===== config.mk =====
export PLATFORM = sky130hd
export DESIGN_NAME = fpmna_top
export DESIGN_NICKNAME = d
export VERILOG_FILES = /design/src/hdl/fpmna_pkg.sv /design/src/hdl/fpmna_if.sv /design/src/hdl/fpmna_core.sv /design/src/hdl/fpmna_top.sv
export SDC_FILE = /design/constraint.sdc
export NUM_CORES = 2
export LEC_CHECK = 0
export BUFFER_PORTS_ARGS = -buffer_cell sky130_fd_sc_hd__buf_2
export CORE_ASPECT_RATIO = 1.4
export CORE_MARGIN = 2
export CORE_UTILIZATION = 30
export CTS_CLUSTER_DIAMETER = 40
export DETAILED_ROUTE_END_ITERATION = 8
export GPL_ROUTABILITY_DRIVEN = 0
export HOLD_SLACK_MARGIN = 0.03
export PLACE_DENSITY = 0.5
export SETUP_SLACK_MARGIN = 0.5
export SYNTH_ARGS = -nofsm -noshare
export SYNTH_HDL_FRONTEND = slang
export SYNTH_SLANG_ARGS = --single-unit

===== constraint.sdc =====
create_clock -name ref_clk -period 12.63 [get_ports ref_clk]
set_input_delay 1.263 -clock ref_clk [delete_from_list [all_inputs] [get_ports ref_clk]]
set_output_delay 1.263 -clock ref_clk [all_outputs]
set_load 0.01 [all_outputs]

===== src/hdl/fpmna_pkg.sv =====
// Constants shared by the multiply-low / negative-magnitude slice.
// Assumes a 32-bit core with big-endian instruction bit numbering.
`default_nettype none

package fpmna_pkg;

  // ----------------------------------------------------------------
  // Widths
  // ----------------------------------------------------------------
  localparam int unsigned DATA_W = 32;   // General register width
  localparam int unsigned IDX_W  = 5;    // Register index width
  localparam int unsigned ADDR_W = 8;    // Register bus address width
  localparam int unsigned INT_W  = 2;    // Interrupt event count

  // ----------------------------------------------------------------
  // Instruction encoding (index 0 is the word's last bit)
  // ----------------------------------------------------------------
  localparam logic [5:0] PRIMARY_OP  = 6'h1f;   // Primary opcode 31
  localparam logic [8:0] XO_MUL_LOW  = 9'h0eb;  // Extended opcode 235
  localparam logic [8:0] XO_NEG_MAG  = 9'h1e8;  // Extended opcode 488
  localparam int unsigned POS_PRIMARY_LO = 26;  // Bits 0-5
  localparam int unsigned POS_DEST_LO    = 21;  // Bits 6-10
  localparam int unsigned POS_OVF_CHECK  = 10;  // Bit 21
  localparam int unsigned POS_XO_LO      = 1;   // Bits 22-30
  localparam int unsigned POS_RECORD     = 0;   // Bit 31

  // ----------------------------------------------------------------
  // Fixed exception register and condition field zero layout
  // ----------------------------------------------------------------
  localparam int unsigned FXR_SUMMARY_POS = 31;  // Sticky summary
  localparam int unsigned FXR_WIDE_POS    = 30;  // Result too wide
  localparam int unsigned FXR_WRAP_POS    = 29;  // Unsigned wrap
  localparam int unsigned CR_BELOW_POS    = 3;
  localparam int unsigned CR_ABOVE_POS    = 2;
  localparam int unsigned CR_ZERO_POS     = 1;
  localparam int unsigned CR_SUMMARY_POS  = 0;

  // ----------------------------------------------------------------
  // Register map and reset values
  // ----------------------------------------------------------------
  localparam logic [7:0] OFF_FXR        = 8'h00;
  localparam logic [7:0] OFF_CR0        = 8'h04;
  localparam logic [7:0] OFF_INT_STATUS = 8'h08;
  localparam logic [7:0] OFF_INT_MASK   = 8'h0c;
  localparam int unsigned INT_WIDE_POS    = 0;   // Overflow event
  localparam int unsigned INT_ILLEGAL_POS = 1;   // Rejected issue
  localparam logic       FLAG_RST  = 1'h0;
  localparam logic [3:0] CR0_RST   = 4'h0;
  localparam logic [1:0] MASK_RST  = 2'h0;
  localparam logic [1:0] STAT_RST  = 2'h0;

  // ----------------------------------------------------------------
  // Operation classes
  // ----------------------------------------------------------------
  typedef enum logic [1:0] {
    OP_MUL_LOW,
    OP_NEG_MAG,
    OP_ILLEGAL
  } fpmna_op_e;

endpackage

`default_nettype wire


===== src/hdl/fpmna_if.sv =====
// Bundle between the slice top and its arithmetic core.
// Assumes both ends sit on the same clock; all signals are combinational.
`default_nettype none

interface fpmna_if;
  // ----------------------------------------------------------------
  // Towards the core
  // ----------------------------------------------------------------
  logic [31:0]          instr;        // Issued instruction word
  logic [31:0]          source_a;     // First operand
  logic [31:0]          source_b;     // Second operand
  logic                 legacy_ok;    // Older variant in force
  logic                 summary_in;   // Current sticky summary flag
  // ----------------------------------------------------------------
  // From the core
  // ----------------------------------------------------------------
  fpmna_pkg::fpmna_op_e op;           // Decoded class
  logic [4:0]           dest_register;
  logic                 ovf_check;    // Overflow-check option
  logic                 record_enable;
  logic [31:0]          result;       // Value for the destination
  logic                 flags_upd;    // Summary/too-wide update
  logic                 summary_out;
  logic                 wide_out;
  logic [3:0]           cr0_new;

  modport top (
    output instr, source_a, source_b, legacy_ok, summary_in,
    input  op, dest_register, ovf_check, record_enable, result,
    input  flags_upd, summary_out, wide_out, cr0_new
  );
  modport core (
    input  instr, source_a, source_b, legacy_ok, summary_in,
    output op, dest_register, ovf_check, record_enable, result,
    output flags_upd, summary_out, wide_out, cr0_new
  );
endinterface

`default_nettype wire


===== src/hdl/fpmna_core.sv =====
// Combinational decode and arithmetic of the slice.
// Assumes the top registers every result it takes from here.
`default_nettype none

module fpmna_core (
  // Bundle towards the top
  fpmna_if.core bus
);

  // ----------------------------------------------------------------
  // Decode
  // ----------------------------------------------------------------
  logic [5:0]  primary;       // Primary opcode field
  logic [8:0]  ext_op;        // Extended opcode field
  logic        is_mul;        // Multiply-low encoding
  logic        is_neg;        // Negative-magnitude encoding

  assign primary = bus.instr[fpmna_pkg::POS_PRIMARY_LO +: 6];
  assign ext_op  = bus.instr[fpmna_pkg::POS_XO_LO +: 9];
  assign is_mul  = (primary == fpmna_pkg::PRIMARY_OP) &&
                   (ext_op == fpmna_pkg::XO_MUL_LOW);
  assign is_neg  = (primary == fpmna_pkg::PRIMARY_OP) &&
                   (ext_op == fpmna_pkg::XO_NEG_MAG);
  assign bus.dest_register = bus.instr[fpmna_pkg::POS_DEST_LO +: 5];
  assign bus.ovf_check     = bus.instr[fpmna_pkg::POS_OVF_CHECK];
  assign bus.record_enable = bus.instr[fpmna_pkg::POS_RECORD];

  // Older-variant gate: the newer set has no negative magnitude
  assign bus.op = is_mul ? fpmna_pkg::OP_MUL_LOW :
                  (is_neg && bus.legacy_ok) ? fpmna_pkg::OP_NEG_MAG :
                  fpmna_pkg::OP_ILLEGAL;

  // ----------------------------------------------------------------
  // Arithmetic
  // ----------------------------------------------------------------
  logic signed [63:0] product;    // Full signed product
  logic               too_wide;   // Product leaves 32 signed bits
  logic [31:0]        neg_mag;    // Negated magnitude

  // Current and legacy mnemonics share this one encoding
  assign product  = $signed(bus.source_a) * $signed(bus.source_b);
  assign too_wide = !((&product[63:31]) || !(|product[63:31]));
  // The most negative input passes unchanged, which is still negative
  assign neg_mag  = bus.source_a[31] ? bus.source_a
                                     : 32'h0000_0000 - bus.source_a;

  always_comb begin
    bus.result      = 32'h0000_0000;
    bus.wide_out    = 1'b0;
    bus.summary_out = bus.summary_in;
    unique case (bus.op)
      fpmna_pkg::OP_MUL_LOW: begin
        bus.result      = product[31:0];
        bus.wide_out    = too_wide;
        bus.summary_out = bus.summary_in | too_wide;
      end
      fpmna_pkg::OP_NEG_MAG: begin
        bus.result      = neg_mag;
        bus.wide_out    = 1'b0;
        bus.summary_out = bus.summary_in;
      end
      fpmna_pkg::OP_ILLEGAL: begin
        bus.result      = 32'h0000_0000;
      end
    endcase
  end

  // Flags move only when the overflow check is asked for
  assign bus.flags_upd = bus.ovf_check &&
                         (bus.op != fpmna_pkg::OP_ILLEGAL);

  // ----------------------------------------------------------------
  // Condition field zero
  // ----------------------------------------------------------------
  // Signed compare of the written value; summary copied after update
  function automatic logic [3:0] cr_field(input logic [31:0] v,
                                          input logic        s);
    logic [3:0] f;
    f = 4'h0;
    f[fpmna_pkg::CR_BELOW_POS]   = v[31];
    f[fpmna_pkg::CR_ABOVE_POS]   = !v[31] && (|v);
    f[fpmna_pkg::CR_ZERO_POS]    = !(|v);
    f[fpmna_pkg::CR_SUMMARY_POS] = s;
    return f;
  endfunction

  assign bus.cr0_new = cr_field(bus.result,
                         bus.flags_upd ? bus.summary_out
                                       : bus.summary_in);

endmodule

`default_nettype wire


===== src/hdl/fpmna_top.sv =====
// Execution slice for multiply-low and negative magnitude.
// Assumes decode hands one instruction per cycle with operands ready,
// and that the writeback port accepts every result without stalling.
//
// Function
// - Multiply writes low 32 product bits
// - Multiply never touches unsigned wrap flag
// - Checked multiply overflow sets summary, too-wide
// - Record updates condition field zero bits
// - Negative magnitude writes minus absolute value
// - Checked negative magnitude clears too-wide only
// - Negative magnitude never touches wrap flag
// - Negative magnitude only on older variant
// - Compare bits use signed result
// - Field summary copies updated sticky flag
`default_nettype none

module fpmna_top (
  // Clock and reset
  input  wire logic        ref_clk,
  input  wire logic        srst,
  // Issue from decode
  input  wire logic        issue_valid,
  input  wire logic [31:0] issue_instr,
  input  wire logic [31:0] issue_source_a,
  input  wire logic [31:0] issue_source_b,
  input  wire logic        legacy_arch,
  // Writeback to the register file
  output logic             wb_valid_q,
  output logic [4:0]       wb_dest_register_q,
  output logic [31:0]      wb_data_q,
  // Architected flag state
  output logic             summary_flag_q,
  output logic             result_too_wide_flag_q,
  output logic             unsigned_wrap_flag_q,
  output logic [3:0]       cr0_q,
  // Events
  output logic             illegal_q,
  output logic             irq_q,
  // Register bus
  input  wire logic [7:0]  reg_addr,
  input  wire logic [31:0] reg_wdata,
  input  wire logic        reg_we,
  input  wire logic        reg_re,
  output logic [31:0]      reg_rdata_q
);

  // ----------------------------------------------------------------
  // Core hookup
  // ----------------------------------------------------------------
  fpmna_if cbus ();                    // Bundle to the arithmetic

  fpmna_core u_core (
    .bus (cbus.core)
  );

  assign cbus.instr      = issue_instr;
  assign cbus.source_a   = issue_source_a;
  assign cbus.source_b   = issue_source_b;
  assign cbus.legacy_ok  = legacy_arch;
  // Core sees the flag as it stands before this cycle's update
  assign cbus.summary_in = summary_flag_q;

  // ----------------------------------------------------------------
  // Issue qualification
  // ----------------------------------------------------------------
  logic do_exec;        // Accepted instruction this cycle
  logic illegal_ev;     // Rejected instruction this cycle
  logic flag_write;     // Instruction writes summary and too-wide
  logic cr_write;       // Instruction writes condition field zero
  logic wide_ev;        // Checked overflow seen

  assign do_exec    = issue_valid &&
                      (cbus.op != fpmna_pkg::OP_ILLEGAL);
  assign illegal_ev = issue_valid &&
                      (cbus.op == fpmna_pkg::OP_ILLEGAL);
  assign flag_write = do_exec && cbus.flags_upd;
  assign cr_write   = do_exec && cbus.record_enable;
  assign wide_ev    = flag_write && cbus.wide_out;

  // ----------------------------------------------------------------
  // Register bus decode
  // ----------------------------------------------------------------
  logic wr_fxr;         // Write to exception register
  logic wr_cr0;         // Write to condition field zero
  logic wr_stat;        // Write-one-to-clear status
  logic wr_mask;        // Write to mask

  assign wr_fxr  = reg_we && (reg_addr == fpmna_pkg::OFF_FXR);
  assign wr_cr0  = reg_we && (reg_addr == fpmna_pkg::OFF_CR0);
  assign wr_stat = reg_we && (reg_addr == fpmna_pkg::OFF_INT_STATUS);
  assign wr_mask = reg_we && (reg_addr == fpmna_pkg::OFF_INT_MASK);

  // ----------------------------------------------------------------
  // Writeback stage
  // ----------------------------------------------------------------
  // Single register stage; a rejected issue never reaches the port
  always_ff @(posedge ref_clk) begin
    if (srst) begin
      wb_valid_q         <= 1'b0;
      wb_dest_register_q <= 5'h00;
      wb_data_q          <= 32'h0000_0000;
    end else begin
      wb_valid_q <= do_exec;
      if (do_exec) begin
        wb_dest_register_q <= cbus.dest_register;
        wb_data_q          <= cbus.result;
      end
    end
  end

  // ----------------------------------------------------------------
  // Exception flags
  // ----------------------------------------------------------------
  logic summary_d;      // Next sticky summary
  logic wide_d;         // Next too-wide flag
  logic wrap_d;         // Next unsigned wrap flag

  // An instruction outranks a software write in the same cycle,
  // so an overflow is never lost to a racing store
  assign summary_d = flag_write ? cbus.summary_out :
                     wr_fxr ? reg_wdata[fpmna_pkg::FXR_SUMMARY_POS] :
                     summary_flag_q;
  assign wide_d    = flag_write ? cbus.wide_out :
                     wr_fxr ? reg_wdata[fpmna_pkg::FXR_WIDE_POS] :
                     result_too_wide_flag_q;
  // Neither operation drives the wrap flag; only software does
  assign wrap_d    = wr_fxr ? reg_wdata[fpmna_pkg::FXR_WRAP_POS]
                            : unsigned_wrap_flag_q;

  // Flag state held here for the whole core
  always_ff @(posedge ref_clk) begin
    if (srst) begin
      summary_flag_q         <= fpmna_pkg::FLAG_RST;
      result_too_wide_flag_q <= fpmna_pkg::FLAG_RST;
      unsigned_wrap_flag_q   <= fpmna_pkg::FLAG_RST;
    end else begin
      summary_flag_q         <= summary_d;
      result_too_wide_flag_q <= wide_d;
      unsigned_wrap_flag_q   <= wrap_d;
    end
  end

  // ----------------------------------------------------------------
  // Condition field zero
  // ----------------------------------------------------------------
  logic [3:0] cr0_d;    // Next field value

  assign cr0_d = cr_write ? cbus.cr0_new :
                 wr_cr0 ? reg_wdata[3:0] :
                 cr0_q;

  // Field register
  always_ff @(posedge ref_clk) begin
    if (srst) begin
      cr0_q <= fpmna_pkg::CR0_RST;
    end else begin
      cr0_q <= cr0_d;
    end
  end

  // ----------------------------------------------------------------
  // Interrupt status and mask
  // ----------------------------------------------------------------
  logic [1:0] stat_q;   // Sticky event bits
  logic [1:0] stat_d;
  logic [1:0] stat_set; // Events of this cycle
  logic [1:0] mask_q;   // Enables per event
  logic [1:0] mask_d;

  assign stat_set[fpmna_pkg::INT_WIDE_POS]    = wide_ev;
  assign stat_set[fpmna_pkg::INT_ILLEGAL_POS] = illegal_ev;
  // Set wins over a same-cycle write-one clear
  assign stat_d = (stat_q & ~(wr_stat ? reg_wdata[1:0] : 2'h0))
                  | stat_set;
  assign mask_d = wr_mask ? reg_wdata[1:0] : mask_q;

  // Status, mask and the level interrupt
  always_ff @(posedge ref_clk) begin
    if (srst) begin
      stat_q    <= fpmna_pkg::STAT_RST;
      mask_q    <= fpmna_pkg::MASK_RST;
      irq_q     <= 1'b0;
      illegal_q <= 1'b0;
    end else begin
      stat_q    <= stat_d;
      mask_q    <= mask_d;
      // Built from next values so the line tracks status with no lag
      irq_q     <= |(stat_d & mask_d);
      illegal_q <= illegal_ev;
    end
  end

  // ----------------------------------------------------------------
  // Register read
  // ----------------------------------------------------------------
  logic [31:0] fxr_word;  // Exception register as read
  logic [31:0] rd_word;   // Selected word

  always_comb begin
    fxr_word = 32'h0000_0000;
    fxr_word[fpmna_pkg::FXR_SUMMARY_POS] = summary_flag_q;
    fxr_word[fpmna_pkg::FXR_WIDE_POS]    = result_too_wide_flag_q;
    fxr_word[fpmna_pkg::FXR_WRAP_POS]    = unsigned_wrap_flag_q;
  end

  // Unmapped offsets and reserved bits read as zero
  assign rd_word =
    (reg_addr == fpmna_pkg::OFF_FXR)        ? fxr_word :
    (reg_addr == fpmna_pkg::OFF_CR0)        ? {28'h0000000, cr0_q} :
    (reg_addr == fpmna_pkg::OFF_INT_STATUS) ? {30'h00000000, stat_q} :
    (reg_addr == fpmna_pkg::OFF_INT_MASK)   ? {30'h00000000, mask_q} :
    32'h0000_0000;

  // Data valid only in the cycle after the strobe
  always_ff @(posedge ref_clk) begin
    if (srst) begin
      reg_rdata_q <= 32'h0000_0000;
    end else begin
      reg_rdata_q <= reg_re ? rd_word : 32'h0000_0000;
    end
  end

endmodule

`default_nettype wire


Word-level counts from Yosys, hierarchy flattened
Cells that the tools add are included.
{"block": "classes", "add_sub_neg": 1, "mul": 1, "n_eq_ne": 9, "muxes": 19, "n_bitwise": 6, "n_reduce_logical": 30}
{"operator": "32-bit one-hot mux with 3 select lines", "n": 1}
{"operator": "32-bit by 32-bit multiplier with 64-bit output", "n": 1}
{"operator": "32-bit 2-to-1 mux", "n": 2}
{"operator": "33-bit AND reduction", "n": 1}
{"operator": "33-bit OR reduction", "n": 1}
{"operator": "32-bit OR reduction", "n": 1}
{"operator": "1-bit by 32-bit subtractor with 32-bit output (first input constant)", "n": 1}
{"operator": "8-bit by 4-bit equality test with 1-bit output (second input constant)", "n": 2}
{"operator": "1-bit logical AND", "n": 14}
{"operator": "2-bit 2-to-1 mux", "n": 6}
{"operator": "4-bit 2-to-1 mux", "n": 3}
{"operator": "9-bit by 8-bit equality test with 1-bit output (second input constant)", "n": 1}
{"operator": "9-bit equality test (second input constant)", "n": 1}
{"operator": "8-bit by 3-bit equality test with 1-bit output (second input constant)", "n": 1}
{"operator": "8-bit logical NOT", "n": 1}
{"operator": "1-bit 2-to-1 mux", "n": 7}
{"operator": "6-bit by 5-bit equality test with 1-bit output (second input constant)", "n": 1}
{"operator": "5-bit OR reduction", "n": 1}
{"operator": "2-bit bitwise AND", "n": 2}
{"operator": "1-bit logical NOT", "n": 4}
{"operator": "2-bit nonzero test", "n": 2}
{"operator": "2-bit OR reduction", "n": 2}
{"operator": "3-bit OR reduction", "n": 1}
{"operator": "2-bit by 1-bit equality test with 1-bit output (second input constant)", "n": 1}
{"operator": "8 further kinds", "n": 8}
{"block": "word_totals", "regBits": 83, "inputBits": 142, "out_inout_bits": 79, "word_cells": 80}

Logic depth before layout (Yosys ltp)
{"block": "depth", "word_depth": 12, "depth_mapped": 33, "mapped_depth_nobuf": 30}

Cells and area by module
A second synthesis with hierarchy kept.
{"block": "unflattened", "cells_unflattened": 4268, "hier_area_um2": 39482.9}
{"module": "fpmna_core", "n_inst": 1, "cells_per_inst": 3991, "area_per_inst_um2": 37145.6, "seq_area_each_um2": 0.0}
{"module": "fpmna_top", "n_inst": 1, "cells_per_inst": 277, "area_per_inst_um2": 2337.2, "seq_area_each_um2": 1161.1}

Least setup slack after synthesis
Ideal clock, no wire load.
{"block": "synth_timing", "path_kind": "in2reg", "startpoint": "in issue_source_a[31]", "endpoint": "reg summary_flag_q", "arrival_time_ns": 10.586, "slack_ns": 1.930, "stages": 33, "path_buffers": 5, "path_cell_list": "clkbuf_1 clkbuf_1 clkbuf_1 clkbuf_1 nand2_1 inv_1 fa_1 fa_1 inv_1 fa_1 inv_1 fa_1 inv_1 fa_1 fa_1 fa_1 fa_1 inv_1 ha_1 clkbuf_1 nand4_1 nor3_1 nand3_1 a2111oi_2 nor3_2 nor4b_1 a211oi_2 xnor2_1 or4_1 or4_4 a31oi_2 a21oi_1 o21a_1"}
{"block": "synth_via", "elab_chain_len": 8, "elab_cells_between_ends": 9}
{"element": "start: declaration", "line_no": "fpmna_top.sv:25", "text": "input wire logic [31:0] issue_source_a,"}
{"element": "32-bit by 32-bit multiplier with 64-bit output (*)", "line_no": "fpmna_core.sv:41", "text": "assign product = $signed(bus.source_a) * $signed(bus.source_b);"}
{"element": "33-bit OR reduction", "line_no": "fpmna_core.sv:42", "text": "assign too_wide = !((&product[63:31]) || !(|product[63:31]));"}
{"element": "1-bit logical NOT", "line_no": "fpmna_core.sv:42"}
{"element": "1-bit logical OR (*)", "line_no": "fpmna_core.sv:42"}
{"element": "1-bit logical NOT (*)", "line_no": "fpmna_core.sv:42"}
{"element": "1-bit OR (*)", "line_no": "fpmna_core.sv:55", "text": "bus.summary_out = bus.summary_in | too_wide;"}
{"element": "1-bit 2-to-1 mux (*)", "line_no": "fpmna_core.sv:51", "text": "unique case (bus.op)"}
{"element": "1-bit 2-to-1 mux (*)", "line_no": "fpmna_top.sv:121", "text": "assign summary_d = flag_write ? cbus.summary_out :"}
{"element": "end signal: assignment", "line_no": "fpmna_top.sv:134", "text": "summary_flag_q <= fpmna_pkg::FLAG_RST;"}
{"element": "end signal: assignment", "line_no": "fpmna_top.sv:138", "text": "summary_flag_q <= summary_d;"}
{"element": "end: declaration", "line_no": "fpmna_top.sv:33", "text": "output logic summary_flag_q,"}
Mark *: on every way between the ends. The rest lies on a longest branch, timed or not.
A chain may end at the register's enable or synchronous reset.

Final worst setup path
Ends and elaborated chain as after synthesis.

==> summary.md <==
| Metric | Value |
|---|---|
| Post-CTS setup buffer count | 0 |
| Critical Path RT | about 13 ns |
| Die ar. | 134000 µm² |
| Final min period | roughly 11 ns |
| Share of cells above drive strength 1 | slightly above 6% |
| Drt drc | 0 |
| Met1 Usage GRT | 21.3% |
| Post-CTS Resized | 0 |
| Antenna viol nets, final | 0 |
| FMAX | between 90 and 100 MHz |
| Met2 Track Usage GR | a little under two fifths |
| Routed via count | 28600 |
| DIE HEIGHT | approximately 430 µm |
| Max-Slew Margin vs Limit | a little over a quarter |
| Post-Synthesis Cells | ~4200 |
| CTS clk-pin slew, worst paths | around 0.05 ns |
| Routed WL per cell | 20.3 µm |
| Layer with the highest usage | met2 |
| Fin util | 32.3% |
| Final WL | around 120000 µm |
| Row Count | roughly 160 |
| Synth unique cells | between 70 and 80 |
| Hold Path Depth | 2 |
| CTS root buf | clkbuf_16 |
| Storage cell area | around 1200 µm² |
| Area share of fa/ha/maj cells after synthesis | 61.2% |
| Initial antenna violation count | 11 |
| Largest net degree at the start of global routing | 52 |
| Hold crit path type | reg2reg |
| Gr usage total | a little under a fifth |
| Warnings from Yosys | 0 |
| Vias per cell | between 4 and 5 |
| Slowest-stage cell, CP | fa_1 |
| Kind of critical path | in2reg |
| CTS tree | yes |
| Status | finished clean |
| Port bufs | 160 |
| Commonest non-fill, non-tap cells in the layout | fa_1 (1082), inv_1 (752), nand2_1 (682) |
| Fillers | 13600 |
| Hold Buf Count CTS | 0 |
| Unrepaired setup endpoints after global routing | false |
| Vias in the first global route | 32800 |
| Setup total negative slack | 0 ns |
| Commonest non-fill, non-tap cell in the layout | fa_1 |
| Crit. End Element | register |
| Clock Skew | 0.00346 ns |
| Tcrit/Tclk final | between 80% and 90% |
| Hold_ws | approximately 0.45 ns |
| Crit path DAT | 10.73 ns |
| H-tree depth | 3 |
| Mux contribution to synthesized area | less than 1% |
| Worst-Margin Slew | 1.09 ns |
| Startpoint types | input port |
| Worst Reg-to-Reg Cells | 3 |
| Deepest clock path buffer count | 2 |
| Synth Area in Simple Gates | about 17% |
| Final Setup Violations | 0 |
| Top cell type's share of synthesized area | 55.3% |
| Largest family of logic cells by synthesized area | adder cells |
| Compound-cell area share of the yosys netlist | 5.61% |
| M3 GR Usage | less than 1% |
| 1st-pass router iterations | 6 |
| Number of top-level pins | about 220 |
| Multi-input gate area | between 30000 and 40000 µm² |
| Post-synth EDFFs | 0 |
| First-pass GRT wire length | between 150000 and 200000 µm |
| CTS buffer count | 9 |
| Syn avg cell area | slightly above 9 µm² |
| DP Wirelength | 102000 µm |
| Cell Area, Synth | just under 40000 µm² |
| Fin. Hold Viols | 0 |
| CP max FO | 32 |
| Most common flop cell mapped by yosys | dfxtp_1 |
| Layout area overhead | 6.68% |
| Clk_lat worst skew | around 0.32 ns |
| Die Wd | 309 µm |
| Max incr delay on CP | 0.67 ns |
| Post-Synth XOR/XNOR Area | 2.17% |
| Area contributors post-synth | fa_1 (55%), inv_1 (7.2%), and2_1 (7.1%) |
| Max_cap viols | 0 |
| Sequential fraction of the synthesis area | 2.96% |
| Grt ovf | 0 |
| Initial DRC Count | roughly 1300 |
| # clock sinks | 58 |
| CP most frequent cell | fa_1 |
| Max-slew violation count | 0 |
| Biggest area consumer among synthesized cells | fa_1 |
| Initial core utilization | between 30% and 40% |
| Core area | roughly 130000 µm² |
| Ys async rst share | 0% |
| NumNets Final | between 5000 and 6000 |
| Yosys reg bits | 58 |
-- through the flow --
stage	cells	instance area, µm²	worst slack (ns)
2_1_floorplan	4242	39300	1.93
3_3_place_gp	5906	41500	1.82
3_5_place_dp	5906	41500	1.81
4_1_cts	5922	41800	2.12
5_1_grt	5925	41800	1.65
6_report	5926	41800	2.11
-- worst max-delay path, delay by kind of cell --
kind | cells | cell delay (ns)
AO/OA/AOI/OAI | 5 | 0.84
XOR/XNOR | 1 | 0.15
buffers and inverters | 7 | 1.34
AND/OR/NAND/NOR | 8 | 2.38
adder cells (fa/ha/maj) | 9 | 4.70
-- synth_stat cells, types with 15 or more instances --
master	count
a31oi_1	19
nor4_1	18
nand2_1	682
a22oi_1	15
a21oi_1	120
ha_1	185
buf_4	28
and2_1	445
fa_1	1082
nor3_1	30
and3_1	18
o21ai_0	47
nand2b_1	25
xor2_1	31
nand4_1	26
a211oi_1	26
clkbuf_1	242
xnor2_1	66
nand3_1	22
dfxtp_1	58
inv_1	752
nor2_1	96
-- registers in the layout, indices dropped and copies added, names as in the netlist --
name and flops:
wb_data_q 32, reg_rdata_q 7, wb_dest_register_q 5, cr0_q 4, mask_q 2, stat_q 2, illegal_q 1, irq_q 1
result_too_wide_flag_q 1, summary_flag_q 1, unsigned_wrap_flag_q 1, wb_valid_q 1
-- worst paths after layout --
path | startpoint | endpoint | slack [ns]
worst max-delay path | issue_source_a[31] | summary_flag_q$_SDFFE_PP0P_ | 2.11
worst min-delay path | wb_dest_register_q[1]$_SDFFE_PP0P_ | wb_dest_register_q[1]$_SDFFE_PP0P_ | 0.45
worst max register to register | cr0_q[2]$_SDFFE_PP0P_ | cr0_q[2]$_SDFFE_PP0P_ | 11.67
worst min register to register | wb_dest_register_q[1]$_SDFFE_PP0P_ | wb_dest_register_q[1]$_SDFFE_PP0P_ | 0.45
-- logic make-up after synthesis --
logic type	count (synthesis)
buf+inv	1041
simple gates	1402
compound gates	339
fa+ha+maj	1267
flops	58
xor+xnor	97
mux	13
other cells	1
-- layout make-up --
type,count,share of cell area (%)
multi-input cells,3143,81.6
flip-flops and latches,58,2.78
diodes,4,0.0240
inverters,753,6.76
well taps,1738,5.20
clock buffers,11,0.557
clock inverters,5,0.189
repair buffers,214,2.89
-- metal layers --
metal / wire [µm] / part of all wire, %
met5: 27 / 0.022
met4: 3730 / 3.1
met3: 2740 / 2.3
met2: 69200 / 58
met1: 44600 / 37
Power is not shown: default switching activity piles up to over one toggle a cycle in this logic, so the estimate is an artifact.
